===== src/design/power_mode_regs.svh =====
// timing counts and pin-state constants for the power mode and strobe control
// assumes: included by bare name from design files
`ifndef POWER_MODE_REGS_SVH
`define POWER_MODE_REGS_SVH
`define OSC_PER_MACHINE_CYCLE 12
`define RESET_HOLD_MACHINE_CYCLES 2
`define IDLE_RESET_GRACE_MACHINE_CYCLES 2
`define STROBE_IDLE_LEVEL 1'b1
`define STROBE_POWER_DOWN_LEVEL 1'b0
`define LOCK_BIT_COUNT 2
`endif


===== src/design/power_mode_pkg.sv =====
// types shared by the power mode and strobe control
// assumes: compiled before the design modules
package power_mode_pkg;
	typedef enum logic [1:0] {
		MODE_RUN,
		MODE_IDLE,
		MODE_POWER_DOWN
	} power_mode_type;
endpackage


===== src/design/power_mode_and_strobe_control.sv =====
// chip-level reset, clock phase, power mode and external strobe control
// assumes: core_clk_i is the oscillator input; cpu supplies fetch and data access phase requests
`timescale 1ns/100ps
`include "power_mode_regs.svh"

// Summary of operation
// RULE1 - reset after reset pin is high two machine cycles
// RULE2 - address latch strobe pulses at one sixth oscillator rate
// RULE3 - one address latch pulse dropped per external data access
// RULE4 - program fetch strobe stays high during internal execution
// RULE5 - external fetch strobes twice per cycle, two skipped per data access
// RULE6 - fetch select low means all code fetched externally
// RULE7 - with a lock bit programmed, fetch select latched during reset
// RULE8 - oscillator divided by two before clock generation
// RULE9 - idle stops cpu, peripherals run, ram and registers keep
// RULE10 - idle ends on enabled interrupt or hardware reset
// RULE11 - reset from idle allows two cycles, ram writes blocked, ports allowed
// RULE12 - strobes high in idle, low in power down, port states per mode
// RULE13 - power down stops oscillator, nothing executes after request
// RULE14 - only hardware reset leaves power down
// RULE15 - reset reloads registers, leaves on-chip ram alone
// RULE16 - outside party holds reset until oscillator stable
// RULE17 - port 3 bits carry serial, interrupt, timer, read and write functions
// RULE18 - address latch pin is program pulse input in programming mode
// RULE19 - port 2 gives high address or its register for data access
// RULE20 - reset input synchronised and counted before acting
module power_mode_and_strobe_control
	import power_mode_pkg::*;
#(
	parameter int OSC_PER_CYCLE = `OSC_PER_MACHINE_CYCLE
) (
	input wire logic core_clk_i,
	input wire logic resetn_i,
	input wire logic reset_pin_i,
	input wire logic external_fetch_select_i,
	input wire logic [1:0] lock_bits_i,
	input wire logic programming_mode_i,
	input wire logic ale_pin_i,
	input wire logic idle_request_i,
	input wire logic power_down_request_i,
	input wire logic enabled_interrupt_i,
	input wire logic data_access_i,
	input wire logic data_access_wide_i,
	input wire logic [7:0] data_addr_high_i,
	input wire logic [7:0] fetch_addr_high_i,
	input wire logic [7:0] port2_register_i,
	input wire logic port3_write_strobe_n_i,
	input wire logic port3_read_strobe_n_i,
	input wire logic serial_transmit_i,
	input wire logic [7:0] port3_register_i,
	input wire logic [7:0] port3_pin_i,
	output logic address_latch_strobe_o,
	output logic program_fetch_strobe_n_o,
	output logic program_pulse_input_o,
	output logic internal_reset_o,
	output logic cpu_run_o,
	output logic peripheral_run_o,
	output logic oscillator_run_o,
	output logic ram_write_allow_o,
	output logic port_write_allow_o,
	output logic sfr_reload_o,
	output logic fetch_external_o,
	output logic port0_float_o,
	output logic port2_drive_address_o,
	output logic [7:0] port2_out_o,
	output logic [7:0] port3_out_o,
	output logic serial_receive_o,
	output logic external_interrupt_zero_o,
	output logic external_interrupt_one_o,
	output logic timer_zero_input_o,
	output logic timer_one_input_o
);
	localparam int HOLD = `RESET_HOLD_MACHINE_CYCLES * OSC_PER_CYCLE;
	localparam int GRACE = `IDLE_RESET_GRACE_MACHINE_CYCLES * OSC_PER_CYCLE;
	localparam int PW = $clog2(OSC_PER_CYCLE);
	localparam int GW = $clog2(GRACE + 1);

	////////////////////////////////////////////////////////////////////////////////
	// reset input
	logic pin_reset;

	// RULE1 two machine cycle hold
	reset_filter #(
		.HOLD_CYCLES(HOLD)
	) u_reset_filter (
		.core_clk_i(core_clk_i),
		.reset_pin_i(reset_pin_i),
		.reset_o(pin_reset)
	);

	////////////////////////////////////////////////////////////////////////////////
	// clock phase
	logic half_q;
	logic [PW-1:0] phase_q;
	logic [PW-1:0] phase_d;
	logic phase_last;

	power_mode_type mode_q;
	power_mode_type mode_d;
	logic osc_on;

	assign osc_on = (mode_q != MODE_POWER_DOWN);
	assign phase_last = (phase_q == PW'(OSC_PER_CYCLE - 2));
	assign phase_d = phase_last ? '0 : phase_q + PW'(2);

	// RULE8 divide by two
	always_ff @(posedge core_clk_i) begin
		if (!resetn_i) begin
			half_q <= 1'b0;
		end else if (osc_on) begin
			half_q <= ~half_q;
		end
	end

	// states: phase counts oscillator periods in steps of two per divided tick
	always_ff @(posedge core_clk_i) begin
		if (!resetn_i) begin
			phase_q <= '0;
		end else if (osc_on && half_q) begin
			phase_q <= phase_d;
		end
	end

	// two strobe slots per machine cycle: first and second half
	logic slot_a;
	logic slot_b;
	logic cycle_end;
	assign slot_a = osc_on && half_q && (phase_q == PW'(0));
	assign slot_b = osc_on && half_q && (phase_q == PW'(OSC_PER_CYCLE / 2));
	assign cycle_end = osc_on && half_q && phase_last;

	////////////////////////////////////////////////////////////////////////////////
	// power modes
	logic [GW-1:0] grace_q;
	logic [GW-1:0] grace_d;
	logic grace_busy;
	logic held_reset_q;

	assign grace_busy = (grace_q != '0);
	assign grace_d = grace_busy ? grace_q - GW'(1) : grace_q;

	always_comb begin
		mode_d = mode_q;
		case (mode_q)
			MODE_RUN: begin
				// RULE13 power down wins over idle
				if (power_down_request_i) begin
					mode_d = MODE_POWER_DOWN;
				end else if (idle_request_i) begin
					mode_d = MODE_IDLE;
				end
			end
			MODE_IDLE: begin
				// RULE10 interrupt or reset ends idle
				if (enabled_interrupt_i || pin_reset) begin
					mode_d = MODE_RUN;
				end
			end
			MODE_POWER_DOWN: begin
				// RULE14 reset only
				if (pin_reset) begin
					mode_d = MODE_RUN;
				end
			end
			default: begin
				mode_d = MODE_RUN;
			end
		endcase
	end

	always_ff @(posedge core_clk_i) begin
		if (!resetn_i) begin
			mode_q <= MODE_RUN;
		end else begin
			mode_q <= mode_d;
		end
	end

	// RULE11 grace window after reset ends idle
	always_ff @(posedge core_clk_i) begin
		if (!resetn_i) begin
			grace_q <= '0;
		end else if (mode_q == MODE_IDLE && pin_reset) begin
			grace_q <= GW'(GRACE);
		end else begin
			grace_q <= grace_d;
		end
	end

	// internal reset waits out the grace window
	always_ff @(posedge core_clk_i) begin
		if (!resetn_i) begin
			held_reset_q <= 1'b0;
		end else begin
			// the grace end forces a reset even when the pin has already dropped
			held_reset_q <= (pin_reset && !grace_busy && !(mode_q == MODE_IDLE)) || (grace_q == GW'(1));
		end
	end

	////////////////////////////////////////////////////////////////////////////////
	// fetch select
	logic fetch_latched_q;
	logic locked;
	logic fetch_ext;
	assign locked = |lock_bits_i;

	// RULE7 latched during reset; caught by clock, never by async load
	always_ff @(posedge core_clk_i) begin
		if (!resetn_i) begin
			fetch_latched_q <= 1'b0;
		end else if (pin_reset) begin
			fetch_latched_q <= !external_fetch_select_i;
		end
	end

	// RULE6 low select means external code
	// without a lock bit the live pin decides
	assign fetch_ext = locked ? fetch_latched_q : !external_fetch_select_i;

	////////////////////////////////////////////////////////////////////////////////
	// strobes
	logic access_q;
	logic ale_d;
	logic program_fetch_strobe_n_d;
	logic running;
	assign running = (mode_q == MODE_RUN) && !held_reset_q;

	// access spans the machine cycle in which it was flagged
	always_ff @(posedge core_clk_i) begin
		if (!resetn_i) begin
			access_q <= 1'b0;
		end else if (data_access_i) begin
			// set wins: a flag on the last clock carries into the next cycle
			access_q <= 1'b1;
		end else if (cycle_end) begin
			access_q <= 1'b0;
		end
	end

	always_comb begin
		ale_d = 1'b0;
		program_fetch_strobe_n_d = 1'b1;
		case (mode_q)
			MODE_IDLE: begin
				// RULE12 idle levels
				ale_d = `STROBE_IDLE_LEVEL;
				program_fetch_strobe_n_d = `STROBE_IDLE_LEVEL;
			end
			MODE_POWER_DOWN: begin
				ale_d = `STROBE_POWER_DOWN_LEVEL;
				program_fetch_strobe_n_d = `STROBE_POWER_DOWN_LEVEL;
			end
			default: begin
				// RULE2 RULE3 two pulses per cycle, second dropped on data access
				ale_d = running && (slot_a || (slot_b && !access_q));
				// RULE4 RULE5 external fetch only, both skipped on data access
				program_fetch_strobe_n_d = !(running && fetch_ext && (slot_a || slot_b) && !access_q);
			end
		endcase
	end

	always_ff @(posedge core_clk_i) begin
		if (!resetn_i) begin
			address_latch_strobe_o <= 1'b0;
			program_fetch_strobe_n_o <= 1'b1;
			program_pulse_input_o <= 1'b0;
		end else begin
			address_latch_strobe_o <= ale_d;
			program_fetch_strobe_n_o <= program_fetch_strobe_n_d;
			// RULE18 pin doubles as program pulse
			program_pulse_input_o <= programming_mode_i & ale_pin_i;
		end
	end

	////////////////////////////////////////////////////////////////////////////////
	// mode outputs
	always_ff @(posedge core_clk_i) begin
		if (!resetn_i) begin
			internal_reset_o <= 1'b1;
			cpu_run_o <= 1'b0;
			peripheral_run_o <= 1'b0;
			oscillator_run_o <= 1'b1;
			ram_write_allow_o <= 1'b0;
			port_write_allow_o <= 1'b0;
			sfr_reload_o <= 1'b1;
			fetch_external_o <= 1'b0;
		end else begin
			internal_reset_o <= held_reset_q;
			// RULE9 cpu stops, peripherals keep going
			// mode register drives these, so they move in step with the strobes
			cpu_run_o <= running;
			peripheral_run_o <= (mode_q != MODE_POWER_DOWN) && !held_reset_q;
			oscillator_run_o <= osc_on;
			// RULE11 ram guarded, ports open during grace
			ram_write_allow_o <= running && !grace_busy;
			port_write_allow_o <= running;
			// RULE15 registers reload, ram untouched
			sfr_reload_o <= held_reset_q;
			fetch_external_o <= fetch_ext;
		end
	end

	////////////////////////////////////////////////////////////////////////////////
	// ports
	logic [7:0] p2_d;
	logic p2_addr;
	// RULE19 wide pointer drives high byte
	assign p2_addr = (mode_q == MODE_RUN && (access_q ? data_access_wide_i : fetch_ext))
		|| (mode_q == MODE_IDLE && fetch_ext);
	assign p2_d = !p2_addr ? port2_register_i :
		(access_q ? data_addr_high_i : fetch_addr_high_i);

	always_ff @(posedge core_clk_i) begin
		if (!resetn_i) begin
			port0_float_o <= 1'b0;
			port2_drive_address_o <= 1'b0;
			port2_out_o <= 8'hFF;
			port3_out_o <= 8'hFF;
			serial_receive_o <= 1'b1;
			external_interrupt_zero_o <= 1'b1;
			external_interrupt_one_o <= 1'b1;
			timer_zero_input_o <= 1'b1;
			timer_one_input_o <= 1'b1;
		end else begin
			// RULE12 port 0 floats with external code in low-power modes
			port0_float_o <= (mode_q != MODE_RUN) && fetch_ext;
			port2_drive_address_o <= p2_addr;
			port2_out_o <= p2_d;
			// RULE17 port 3 alternate functions
			port3_out_o <= {port3_register_i[7] & port3_read_strobe_n_i,
				port3_register_i[6] & port3_write_strobe_n_i,
				port3_register_i[5:2],
				port3_register_i[1] & serial_transmit_i,
				port3_register_i[0]};
			serial_receive_o <= port3_pin_i[0];
			external_interrupt_zero_o <= port3_pin_i[2];
			external_interrupt_one_o <= port3_pin_i[3];
			timer_zero_input_o <= port3_pin_i[4];
			timer_one_input_o <= port3_pin_i[5];
		end
	end
endmodule


===== src/design/reset_filter.sv =====
// reset input synchroniser and hold-time filter
// assumes: reset pin asynchronous to core_clk_i, oscillator running
`timescale 1ns/100ps
module reset_filter #(
	parameter int HOLD_CYCLES = 24
) (
	input wire logic core_clk_i,
	input wire logic reset_pin_i,
	output logic reset_o
);
	localparam int CW = $clog2(HOLD_CYCLES + 1);
	logic sync1_q;
	logic sync2_q;
	logic [CW-1:0] count_q;
	logic [CW-1:0] count_d;
	logic hit;

	assign hit = (count_q == CW'(HOLD_CYCLES));
	assign count_d = !sync2_q ? '0 : (hit ? count_q : count_q + CW'(1));

	always_ff @(posedge core_clk_i) begin
		sync1_q <= reset_pin_i;
		sync2_q <= sync1_q;
	end

	// RULE20 count high samples
	always_ff @(posedge core_clk_i) begin
		count_q <= count_d;
		reset_o <= hit & sync2_q;
	end
endmodule


===== config.mk =====
export PLATFORM = sky130hd
export DESIGN_NAME = power_mode_and_strobe_control
export DESIGN_NICKNAME = d
export VERILOG_FILES = /design/src/design/power_mode_pkg.sv /design/src/design/power_mode_and_strobe_control.sv /design/src/design/reset_filter.sv
export VERILOG_INCLUDE_DIRS = /design/src /design/src/design
export SDC_FILE = /design/constraint.sdc
export NUM_CORES = 1
export LEC_CHECK = 0
export BUFFER_PORTS_ARGS = -buffer_cell sky130_fd_sc_hd__buf_2
export CORE_MARGIN = 2
export CORE_UTILIZATION = 51
export DETAILED_ROUTE_END_ITERATION = 16
export GPL_TIMING_DRIVEN = 0
export PLACE_DENSITY = 0.83
export SYNTH_ARGS = -nofsm -noshare
export SYNTH_HDL_FRONTEND = slang
export SYNTH_HIERARCHICAL = 1
export SYNTH_SLANG_ARGS = --single-unit

===== constraint.sdc =====
create_clock -name core_clk_i -period 2.7 [get_ports core_clk_i]
set_input_delay 0.54 -clock core_clk_i [delete_from_list [all_inputs] [get_ports core_clk_i]]
set_output_delay 0.54 -clock core_clk_i [all_outputs]
set_load 0.05 [all_outputs]

==> results.json, run 1 <==
{
  "syn_avg_cell_area_um2": 9.98,
  "power_switching_uw": 775,
  "syn_inst": 225,
  "crit_required_ps": 2870,
  "swShare": 0.364,
  "grt_antenna_before_repair": 0,
  "clockBufferDepth": 2,
  "ant_nets": 0,
  "clk_pin_slew_ps": 100,
  "cts_buffers": 5,
  "area_growth_pct": 26.3,
  "clock-root-buffer": "clkbuf_8",
  "fin_total_pwr_mw": 2.13,
  "slowest_stage": "dfxtp_1",
  "cts_max_level": 2,
  "drv_cap": 0,
  "hp-class": "input port to register",
  "synth_edf_count": 0,
  "rows": 24,
  "final.setup.tns_ps": 0,
  "criticalPathCategory": "register to register",
  "startpoint_type": "register",
  "drive_gt1_frac": 0.373,
  "setup_viol": 0,
  "fin_skew_ps": 6.52,
  "clk_latency_ps": 300,
  "cts-resized-gates": 0,
  "end_kind": "register",
  "grt_pass1_vias": 1816,
  "gp_congestion": 0.776,
  "period_needed_ps": 1730,
  "postCtsSetupBuffers": 0,
  "drv_slew": 0,
  "design_area_mm2": 0.00284,
  "synth_cell_types": 45,
  "portBuffers": 86,
  "wire_per_inst_um": 12.7,
  "cp.arrival_ps": 1900,
  "synth_commonest_cells": "dfxtp_1, nand2_1, nand2b_1",
  "io_pins": 90,
  "fin_util": 0.661,
  "drc": 0,
  "vias": 1886,
  "hold_violations": 0,
  "critPathMaxStageDelay_ps": 370,
  "max_freq_mhz": 579,
  "clock-sinks": 54,
  "yosysWarnings": 6,
  "intPower_mw": 1.35,
  "synth_top_area_share": 0.481,
  "grt_pass1_wl_um": 7830,
  "drt-initial-drc-count": 81,
  "dp.final_hpwl_um": 3600,
  "postSynth.asyncResetShare": 0,
  "synth.net_count": 290,
  "comb_power_share": 0.328,
  "avgViaCountPerCell": 5.08,
  "overflow": 0,
  "ys_ff_latch": 54,
  "synth_area_mm2": 0.00225,
  "start_util": 0.523,
  "coreArea_mm2": 0.00429,
  "ys_top_cells_by_area": "dfxtp_1, ha_1, nand2b_1",
  "cp_max_fo": 8,
  "power_per_cell_area_mw_per_mm2": 750,
  "peakVddDrop_v": 0.000330,
  "seq_area_frac_synth": 0.481,
  "p_leak_nw": 1.30,
  "yosys.area.top_type": "dfxtp_1",
  "drtPass1Iterations": 4,
  "clkPwrFrac": 0.219,
  "worstPathCellList": "inv_1, ha_1, and2b_4, o2bb2a_4, buf_8, nor3_1, o21ai_1",
  "wirelength_um": 4720,
  "die_w_um": 70.4,
  "rsz0062_at_grt": "no",
  "nets": 383,
  "hold_buffers": 0,
  "place_ws_ps": 929,
  "tightest_slew_ps": 472,
  "grt_usage": 0.194,
  "synth_flop_cell": "dfxtp_1",
  "grt_max_degree": 20,
  "relSlewSlack": 0.686,
  "status": "finished, final reports clean",
  "finalWorstSetupSlack_ps": 974,
  "fin_crit_sh": 0.639,
  "dieArea_mm2": 0.00495,
  "antenna_cells": 0,
  "seq_power_share": 0.453,
  "postPlaceCellArea_mm2": 0.00274,
  "die_height_um": 70.4,
  "post-synth-top-count-cell": "dfxtp_1",
  "cts_tree": "built"
}
==> power by group through the flow <==
stage | combinational (mW) | sequential [mW] | clock (mW)
after floorplan | 0.379 | 1.13 | 0
after global placement | 0.671 | 0.979 | 0
after detailed placement | 0.697 | 0.982 | 0
after CTS | 0.701 | 0.964 | 0.476
after global routing | 0.756 | 0.978 | 0.501
final | 0.697 | 0.964 | 0.467
==> logic make-up after synthesis <==
| group | share of synthesized area |
|---|---|
| AO/OA/AOI/OAI | 0.134 |
| XOR/XNOR | 0.0234 |
| adder cells (fa/ha/maj) | 0.0501 |
| buffers and inverters | 0.0546 |
| flip-flops | 0.481 |
| multiplexers | 0.0223 |
| AND/OR/NAND/NOR | 0.234 |
==> cells in the final DEF (no fill, tap or decap), drive strengths merged, types with 2 or more instances in the layout <==
cell,count
a211oi,2
a21oi,11
a221oi,8
and2b,9
and3,3
buf,93
clkbuf,9
dfxtp,54
ha,9
inv,13
mux2i,5
nand2,18
nand2b,17
nand3,5
nor2,10
nor2b,3
nor3,10
nor3b,4
nor4b,2
o21ai,13
or3,2
xnor2,4
xor2,2
==> through the flow <==
step,cells,hold slack [ps]
after floorplan,225,310
after global placement,363,322
after detailed placement,363,323
after CTS,371,327
after global routing,371,324
final,371,331
==> state kept, by name, summed over array words and instances (netlist names), 2 cells and up <==
name	cells
grace_q	5
mode_q	2
u_reset_filter/count_q	5
port2_out_o	8
phase_q	3
port3_out_o	8
==> metal layers <==
metal / global-route usage / part of all wire / up-vias
met5: 0 / 0 / -
met1: 0.246 / 0.44 / 844
met4: 0.0726 / 0.016 / 0
met3: 0.0462 / 0.081 / 11
li1: - / - / 955
met2: 0.321 / 0.47 / 76
==> worst paths after layout <==
check / cells after the start / end / slack [ps] / from
max reg2reg: 7 / port2_out_o[1]$_SDFF_PN1_ / 970 / mode_q[0]$_SDFFE_PN0P_
min: 1 / u_reset_filter/sync1_q$_DFF_P_ / 330 / reset_pin_i
min reg2reg: 0 / u_reset_filter/sync2_q$_DFF_P_ / 340 / u_reset_filter/sync1_q$_DFF_P_
max: 7 / port2_out_o[1]$_SDFF_PN1_ / 970 / mode_q[0]$_SDFFE_PN0P_
==> critical path: cells and delay by family (launching register included) <==
kind	cells	cell delay, ps
DFF	1	370
AOI/OAI and AO/OA	2	310
adders and majority gates	1	310
and+or+nand+nor	2	420
buffers and inverters	2	200
==> layout make-up <==
class / count / area, um2
Timing Repair Buffer: 86 / 430
Fill cell: 344 / 1460
Inverter: 11 / 41.3
Sequential cell: 54 / 1080
Multi-Input combinational cell: 149 / 1040
Clock buffer: 5 / 68.8
Clock inverter: 3 / 26.3
Tap cell: 52 / 65.1
Buffer: 11 / 81.3
(Power assumes the default switching activity.)
==> run 2: changes to the inputs <==
--- a/config.mk
+++ b/config.mk
@@ -8,10 +8,10 @@
 export LEC_CHECK = 0
 export BUFFER_PORTS_ARGS = -buffer_cell sky130_fd_sc_hd__buf_2
 export CORE_MARGIN = 2
-export CORE_UTILIZATION = 51
+export CORE_UTILIZATION = 43
 export DETAILED_ROUTE_END_ITERATION = 16
 export GPL_TIMING_DRIVEN = 0
-export PLACE_DENSITY = 0.83
+export PLACE_DENSITY = 0.74
 export SYNTH_ARGS = -nofsm -noshare
 export SYNTH_HDL_FRONTEND = slang
 export SYNTH_HIERARCHICAL = 1
==> constraint.sdc (replaced) <==
create_clock -name core_clk_i -period 1.4 [get_ports core_clk_i]
set_input_delay 0.28 -clock core_clk_i [delete_from_list [all_inputs] [get_ports core_clk_i]]
set_output_delay 0.28 -clock core_clk_i [all_outputs]
set_load 0.05 [all_outputs]
==> results.json, run 2 (synthesis results as in run 1) <==
{
  "grt_use_met1": 0.209,
  "rr_endpoint": "port2_out_o[0]$_SDFF_PN1_",
  "hold_depth": 1,
  "fin_skew_ps": 6.58,
  "dp.final_hpwl_um": 3660,
  "fin_crit_sh": 0.997,
  "cts_tree": "built",
  "multi_input_area_mm2": 0.00116,
  "grt_max_degree": 19,
  "nFillCells": 437,
  "p_leak_nw": 1.34,
  "grt_antenna_before_repair": 0,
  "setup_viol": 0,
  "slowest_stage": "dfxtp_4",
  "area.sequential_mm2": 0.00109,
  "wirelength_um": 5050,
  "end_kind": "register",
  "crit_required_ps": 1570,
  "largestRegisters": "port2_out_o: 8 flops, port3_out_o: 8 flops",
  "layoutNonFillerInstCount": 390,
  "grt_pass1_vias": 1789,
  "clock-sinks": 54,
  "drt-initial-drc-count": 34,
  "place_inst": 381,
  "vias": 1928,
  "cts_max_level": 2,
  "drc": 0,
  "grt_busiest_layer": "met2",
  "worstPathCellList": "inv_4, ha_4, buf_4, nand3_4, a221oi_1, o21ai_1",
  "start_util": 0.443,
  "coreArea_mm2": 0.00507,
  "clk_pin_slew_ps": 100,
  "criticalPathCategory": "register to register",
  "cp_max_fo": 9,
  "hold_start": "reset_pin_i",
  "nets": 384,
  "gr-usage-met2": 0.304,
  "die_w_um": 76.3,
  "relSlewSlack": 0.660,
  "peakVddDrop_v": 0.000667,
  "critPathMaxStageDelay_ps": 370,
  "drv_cap": 0,
  "fin_util": 0.594,
  "design_area_mm2": 0.00301,
  "io_pins": 90,
  "overflow": 0,
  "max_freq_mhz": 716,
  "avgViaCountPerCell": 4.94,
  "clk_latency_ps": 300,
  "hp-class": "input port to register",
  "clockBufferDepth": 2,
  "hold_violations": 0,
  "final_common_cell": "buf_2",
  "power_per_cell_area_mw_per_mm2": 1450,
  "fin_total_pwr_mw": 4.38,
  "path_buf_inv": 2,
  "dieArea_mm2": 0.00582,
  "rows": 26,
  "drtPass1Iterations": 4,
  "grt_pass1_wl_um": 8370,
  "cts_buffers": 5,
  "status": "finished, final reports clean",
  "postPlaceCellArea_mm2": 0.00279,
  "final_cell_mix": "buf_2, dfxtp_1, nand2_1",
  "drive_gt1_frac": 0.447,
  "crit_family": "compound AO/OA/AOI/OAI gates",
  "die_height_um": 76.3,
  "clock-root-buffer": "clkbuf_8",
  "ant_nets": 0,
  "cp.arrival_ps": 1560,
  "rr_worst_depth": 6,
  "wire_per_inst_um": 12.9,
  "hold_buffers": 0,
  "tightest_slew_ps": 509,
  "startpoint_type": "register",
  "grt_usage": 0.176,
  "met3_usage": 0.0486,
  "period_needed_ps": 1400,
  "area_growth_pct": 34.2,
  "portBuffers": 86,
  "rsz0062_at_grt": "yes",
  "drv_slew": 0,
  "antenna_cells": 0,
  "final.setup.tns_ps": 0,
  "holdPathEnd": "u_reset_filter/sync1_q$_DFF_P_",
  "rrSetupSlack_ps": 4,
  "r2r-start": "mode_q[1]$_SDFFE_PN0P_",
  "gp_congestion": 0.810
}
==> run 2: cell count changes in the layout (fill, tap and decap cells not counted), sizes merged <==
cell	before	now
buf	93	95
bufinv	0	1
clkbuf	9	8
inv	13	12
==> run 2: layer usage <==
metal,part of all wire,wire (um)
met1,0.41,2060
met2,0.49,2480
met3,0.085,430
met4,0.015,76
met5,0,0
==> run 2: layout make-up <==
cell class / instances / area share
clock buffer: 5 / 0.0228
inverter: 11 / 0.0154
tap: 70 / 0.0291
timing repair buffer: 89 / 0.150
sequential: 54 / 0.361
buffer: 9 / 0.0195
multi-input combinational: 149 / 0.386
clock inverter: 3 / 0.0158
==> run 2: timing repair <==
item                       CTS  global route
pin swaps                    7             5
buffers inserted             3             0
setup endpoints to repair   13            17
gates resized for setup      9            15
hold endpoints to repair     0             0
==> run 2: metrics by stage <==
| step | hold slack, ps | setup WS [ps] |
|---|---|---|
| after global routing | 60.2 | -91.2 |
| after global placement | 312 | -154 |
| after detailed placement | 322 | -173 |
| after floorplan | 308 | -19.9 |
| after CTS | 64.8 | -50.9 |
| final | 68.6 | 4.14 |
==> run 2: how the worst max path moves through the flow <==
stage                                 startpoint                                 to  slack, ps  cells past startpoint
after CTS                 mode_q[0]$_SDFFE_PN0P_  address_latch_strobe_o$_SDFF_PN0_        -50                      5
final                     mode_q[1]$_SDFFE_PN0P_          port2_out_o[0]$_SDFF_PN1_          4                      6
after global routing      mode_q[1]$_SDFFE_PN0P_          port2_out_o[1]$_SDFF_PN1_        -90                      6
after global placement    mode_q[0]$_SDFFE_PN0P_  address_latch_strobe_o$_SDFF_PN0_       -150                      5
after floorplan           mode_q[1]$_SDFFE_PN0P_          port2_out_o[0]$_SDFF_PN1_        -20                      7
after detailed placement  mode_q[0]$_SDFFE_PN0P_  address_latch_strobe_o$_SDFF_PN0_       -170                      5
==> run 2: report_power, final <==
part / internal, mW / switching, mW
Clock: 0.542 / 0.514
Combinational: 0.573 / 0.874
Sequential: 1.74 / 0.135
Total: 2.85 / 1.52
==> run 3: changes to the inputs <==
--- a/config.mk
+++ b/config.mk
@@ -6,7 +6,8 @@
 export SDC_FILE = /design/constraint.sdc
 export NUM_CORES = 1
 export LEC_CHECK = 0
-export BUFFER_PORTS_ARGS = -buffer_cell sky130_fd_sc_hd__buf_2
+export BUFFER_PORTS_ARGS = -buffer_cell sky130_fd_sc_hd__buf_4
+export CORE_ASPECT_RATIO = 2
 export CORE_MARGIN = 2
 export CORE_UTILIZATION = 43
 export DETAILED_ROUTE_END_ITERATION = 16
==> results.json, run 3 (synthesis results as in run 1) <==
{
  "nets": 391,
  "area_growth_pct": 48.5,
  "cts_buffers": 5,
  "dp.final_hpwl_um": 3830,
  "fin_skew_ps": 15.0,
  "max_freq_mhz": 681,
  "clock-root-buffer": "clkbuf_8",
  "drc": 0,
  "status": "complete, but fails checks",
  "cts_tree": "built",
  "worstPathCellList": "inv_4, ha_4, nor3b_4, nand4b_1, nor4b_2, o21ai_1",
  "gp_congestion": 0.779,
  "swShare": 0.345,
  "finalWorstSetupSlack_ps": -69.3,
  "path_buf_inv": 1,
  "grt_pass1_vias": 1797,
  "holdPathEnd": "u_reset_filter/sync1_q$_DFF_P_",
  "overflow": 0,
  "comb_power_share": 0.358,
  "grt_usage": 0.182,
  "crit_path_start": "mode_q[0]$_SDFFE_PN0P_",
  "start_util": 0.441,
  "clk_pin_slew_ps": 100,
  "rr_worst_depth": 6,
  "seq_power_share": 0.415,
  "grt_max_degree": 17,
  "crit_family": "simple AND/OR/NAND/NOR gates",
  "drive_gt1_frac": 0.486,
  "clkPwrFrac": 0.227,
  "hp-class": "input port to register",
  "io_pins": 90,
  "grt_pass1_wl_um": 7870,
  "fin_crit_sh": 1.05,
  "peakVddDrop_v": 0.00102,
  "hold_depth": 1,
  "avgViaCountPerCell": 5.13,
  "crit_required_ps": 1600,
  "maxUsedRoutingLayer": "met4",
  "wire_per_inst_um": 14.5,
  "rsz0062_at_grt": "yes",
  "setup_viol": 5,
  "largestRegisters": "port2_out_o: 8 flops, port3_out_o: 8 flops",
  "r2r-start": "mode_q[0]$_SDFFE_PN0P_",
  "drv_cap": 0,
  "final_cell_mix": "buf_4, dfxtp_1, nand2_1",
  "wirelength_um": 5580,
  "period_needed_ps": 1470,
  "final_common_cell": "buf_4",
  "portBuffers": 86,
  "coreArea_mm2": 0.00509,
  "relSlewSlack": 0.653,
  "ant_nets": 0,
  "violations": "negative setup slack",
  "critPathMaxStageDelay_ps": 370,
  "cp.arrival_ps": 1670,
  "clockBufferDepth": 2,
  "cts_max_level": 2,
  "hold_violations": 0,
  "criticalPathCategory": "register to register",
  "hold_start": "reset_pin_i",
  "intPower_mw": 2.97,
  "antenna_cells": 0,
  "vias": 1975,
  "fin_util": 0.655,
  "rr_endpoint": "program_fetch_strobe_n_o$_SDFF_PN1_",
  "end_kind": "register",
  "cp_max_fo": 3,
  "nFillCells": 416,
  "power_switching_mw": 1.56,
  "startpoint_type": "register",
  "die_w_um": 55.1,
  "die_height_um": 106,
  "final.setup.tns_ps": -178,
  "slowest_stage": "dfxtp_2",
  "rows": 37,
  "clock-sinks": 54,
  "power_per_cell_area_mw_per_mm2": 1360,
  "rrSetupSlack_ps": -70,
  "drt-initial-drc-count": 23,
  "wl_met2_um": 3200,
  "dieArea_mm2": 0.00585,
  "drtPass1Iterations": 4,
  "m1WireLength_um": 1960,
  "met3WireLength_um": 278,
  "tightest_slew_ps": 520,
  "p_leak_nw": 1.46,
  "grt_antenna_before_repair": 0,
  "clk_latency_ps": 310,
  "drv_slew": 0,
  "timing.hold.ws_ps": 81.1
}
[run 3: cell count changes in the layout (fill, tap and decap cells not counted), sizes merged]
| cell | change |
|---|---|
| clkinv | +1 |
| o2bb2ai | +1 |
| inv | -1 |
| nand3 | +1 |
| buf | +5 |
[run 3: worst max-delay path by stage]
stage                                                endpoint  slack [ps]  cells past startpoint
after floorplan                     port2_out_o[0]$_SDFF_PN1_         -20                      7
after global placement    program_fetch_strobe_n_o$_SDFF_PN1_        -120                      6
after detailed placement  program_fetch_strobe_n_o$_SDFF_PN1_        -200                      6
after CTS                 program_fetch_strobe_n_o$_SDFF_PN1_         -70                      6
after global routing      program_fetch_strobe_n_o$_SDFF_PN1_        -190                      6
final                     program_fetch_strobe_n_o$_SDFF_PN1_         -70                      6
[run 3: power groups by stage]
stage / Clock, mW / Sequential [mW] / Combinational [mW]
2_1_floorplan: 0 / 2.18 / 0.756
3_3_place_gp: 0 / 1.90 / 1.43
3_5_place_dp: 0 / 1.90 / 1.46
4_1_cts: 1.05 / 1.87 / 1.50
5_1_grt: 1.10 / 1.91 / 1.76
6_report: 1.03 / 1.88 / 1.62
[run 3: area by class of cell]
type                    instances  area [um2]  share of cell area
flip-flops and latches         54        1090               0.326
inverters                      11        46.3              0.0139
well taps                      58        72.6              0.0218
clock inverters                 3        40.0              0.0120
multi-input cells             151        1250               0.376
plain buffers                   9        58.8              0.0176
clock buffers                   5        68.8              0.0206
repair buffers                 94         706               0.212
[run 3: layer usage]
layer  vias up  GRT usage
met5         -          0
met4         0     0.0836
met3        12     0.0337
met2        63      0.349
met1       927      0.166
li1        973          -
[run 3: timing repair]
item | 4_1_cts | 5_1_grt
setup endpoints to repair | 13 | 15
gates cloned | 0 | 2
pin swaps | 8 | 19
setup buffers | 3 | 5
hold buffers | 0 | 0
resized for setup | 12 | 24
[run 3: metrics by stage]
stage	cells	setup slack [ps]	area, um2	power (mW)
after floorplan	225	-19.9	2270	2.94
after global placement	369	-116	2990	3.33
after detailed placement	369	-201	2990	3.36
after CTS	378	-71.2	3160	4.42
after global routing	385	-188	3330	4.77
final	385	-69.3	3330	4.53
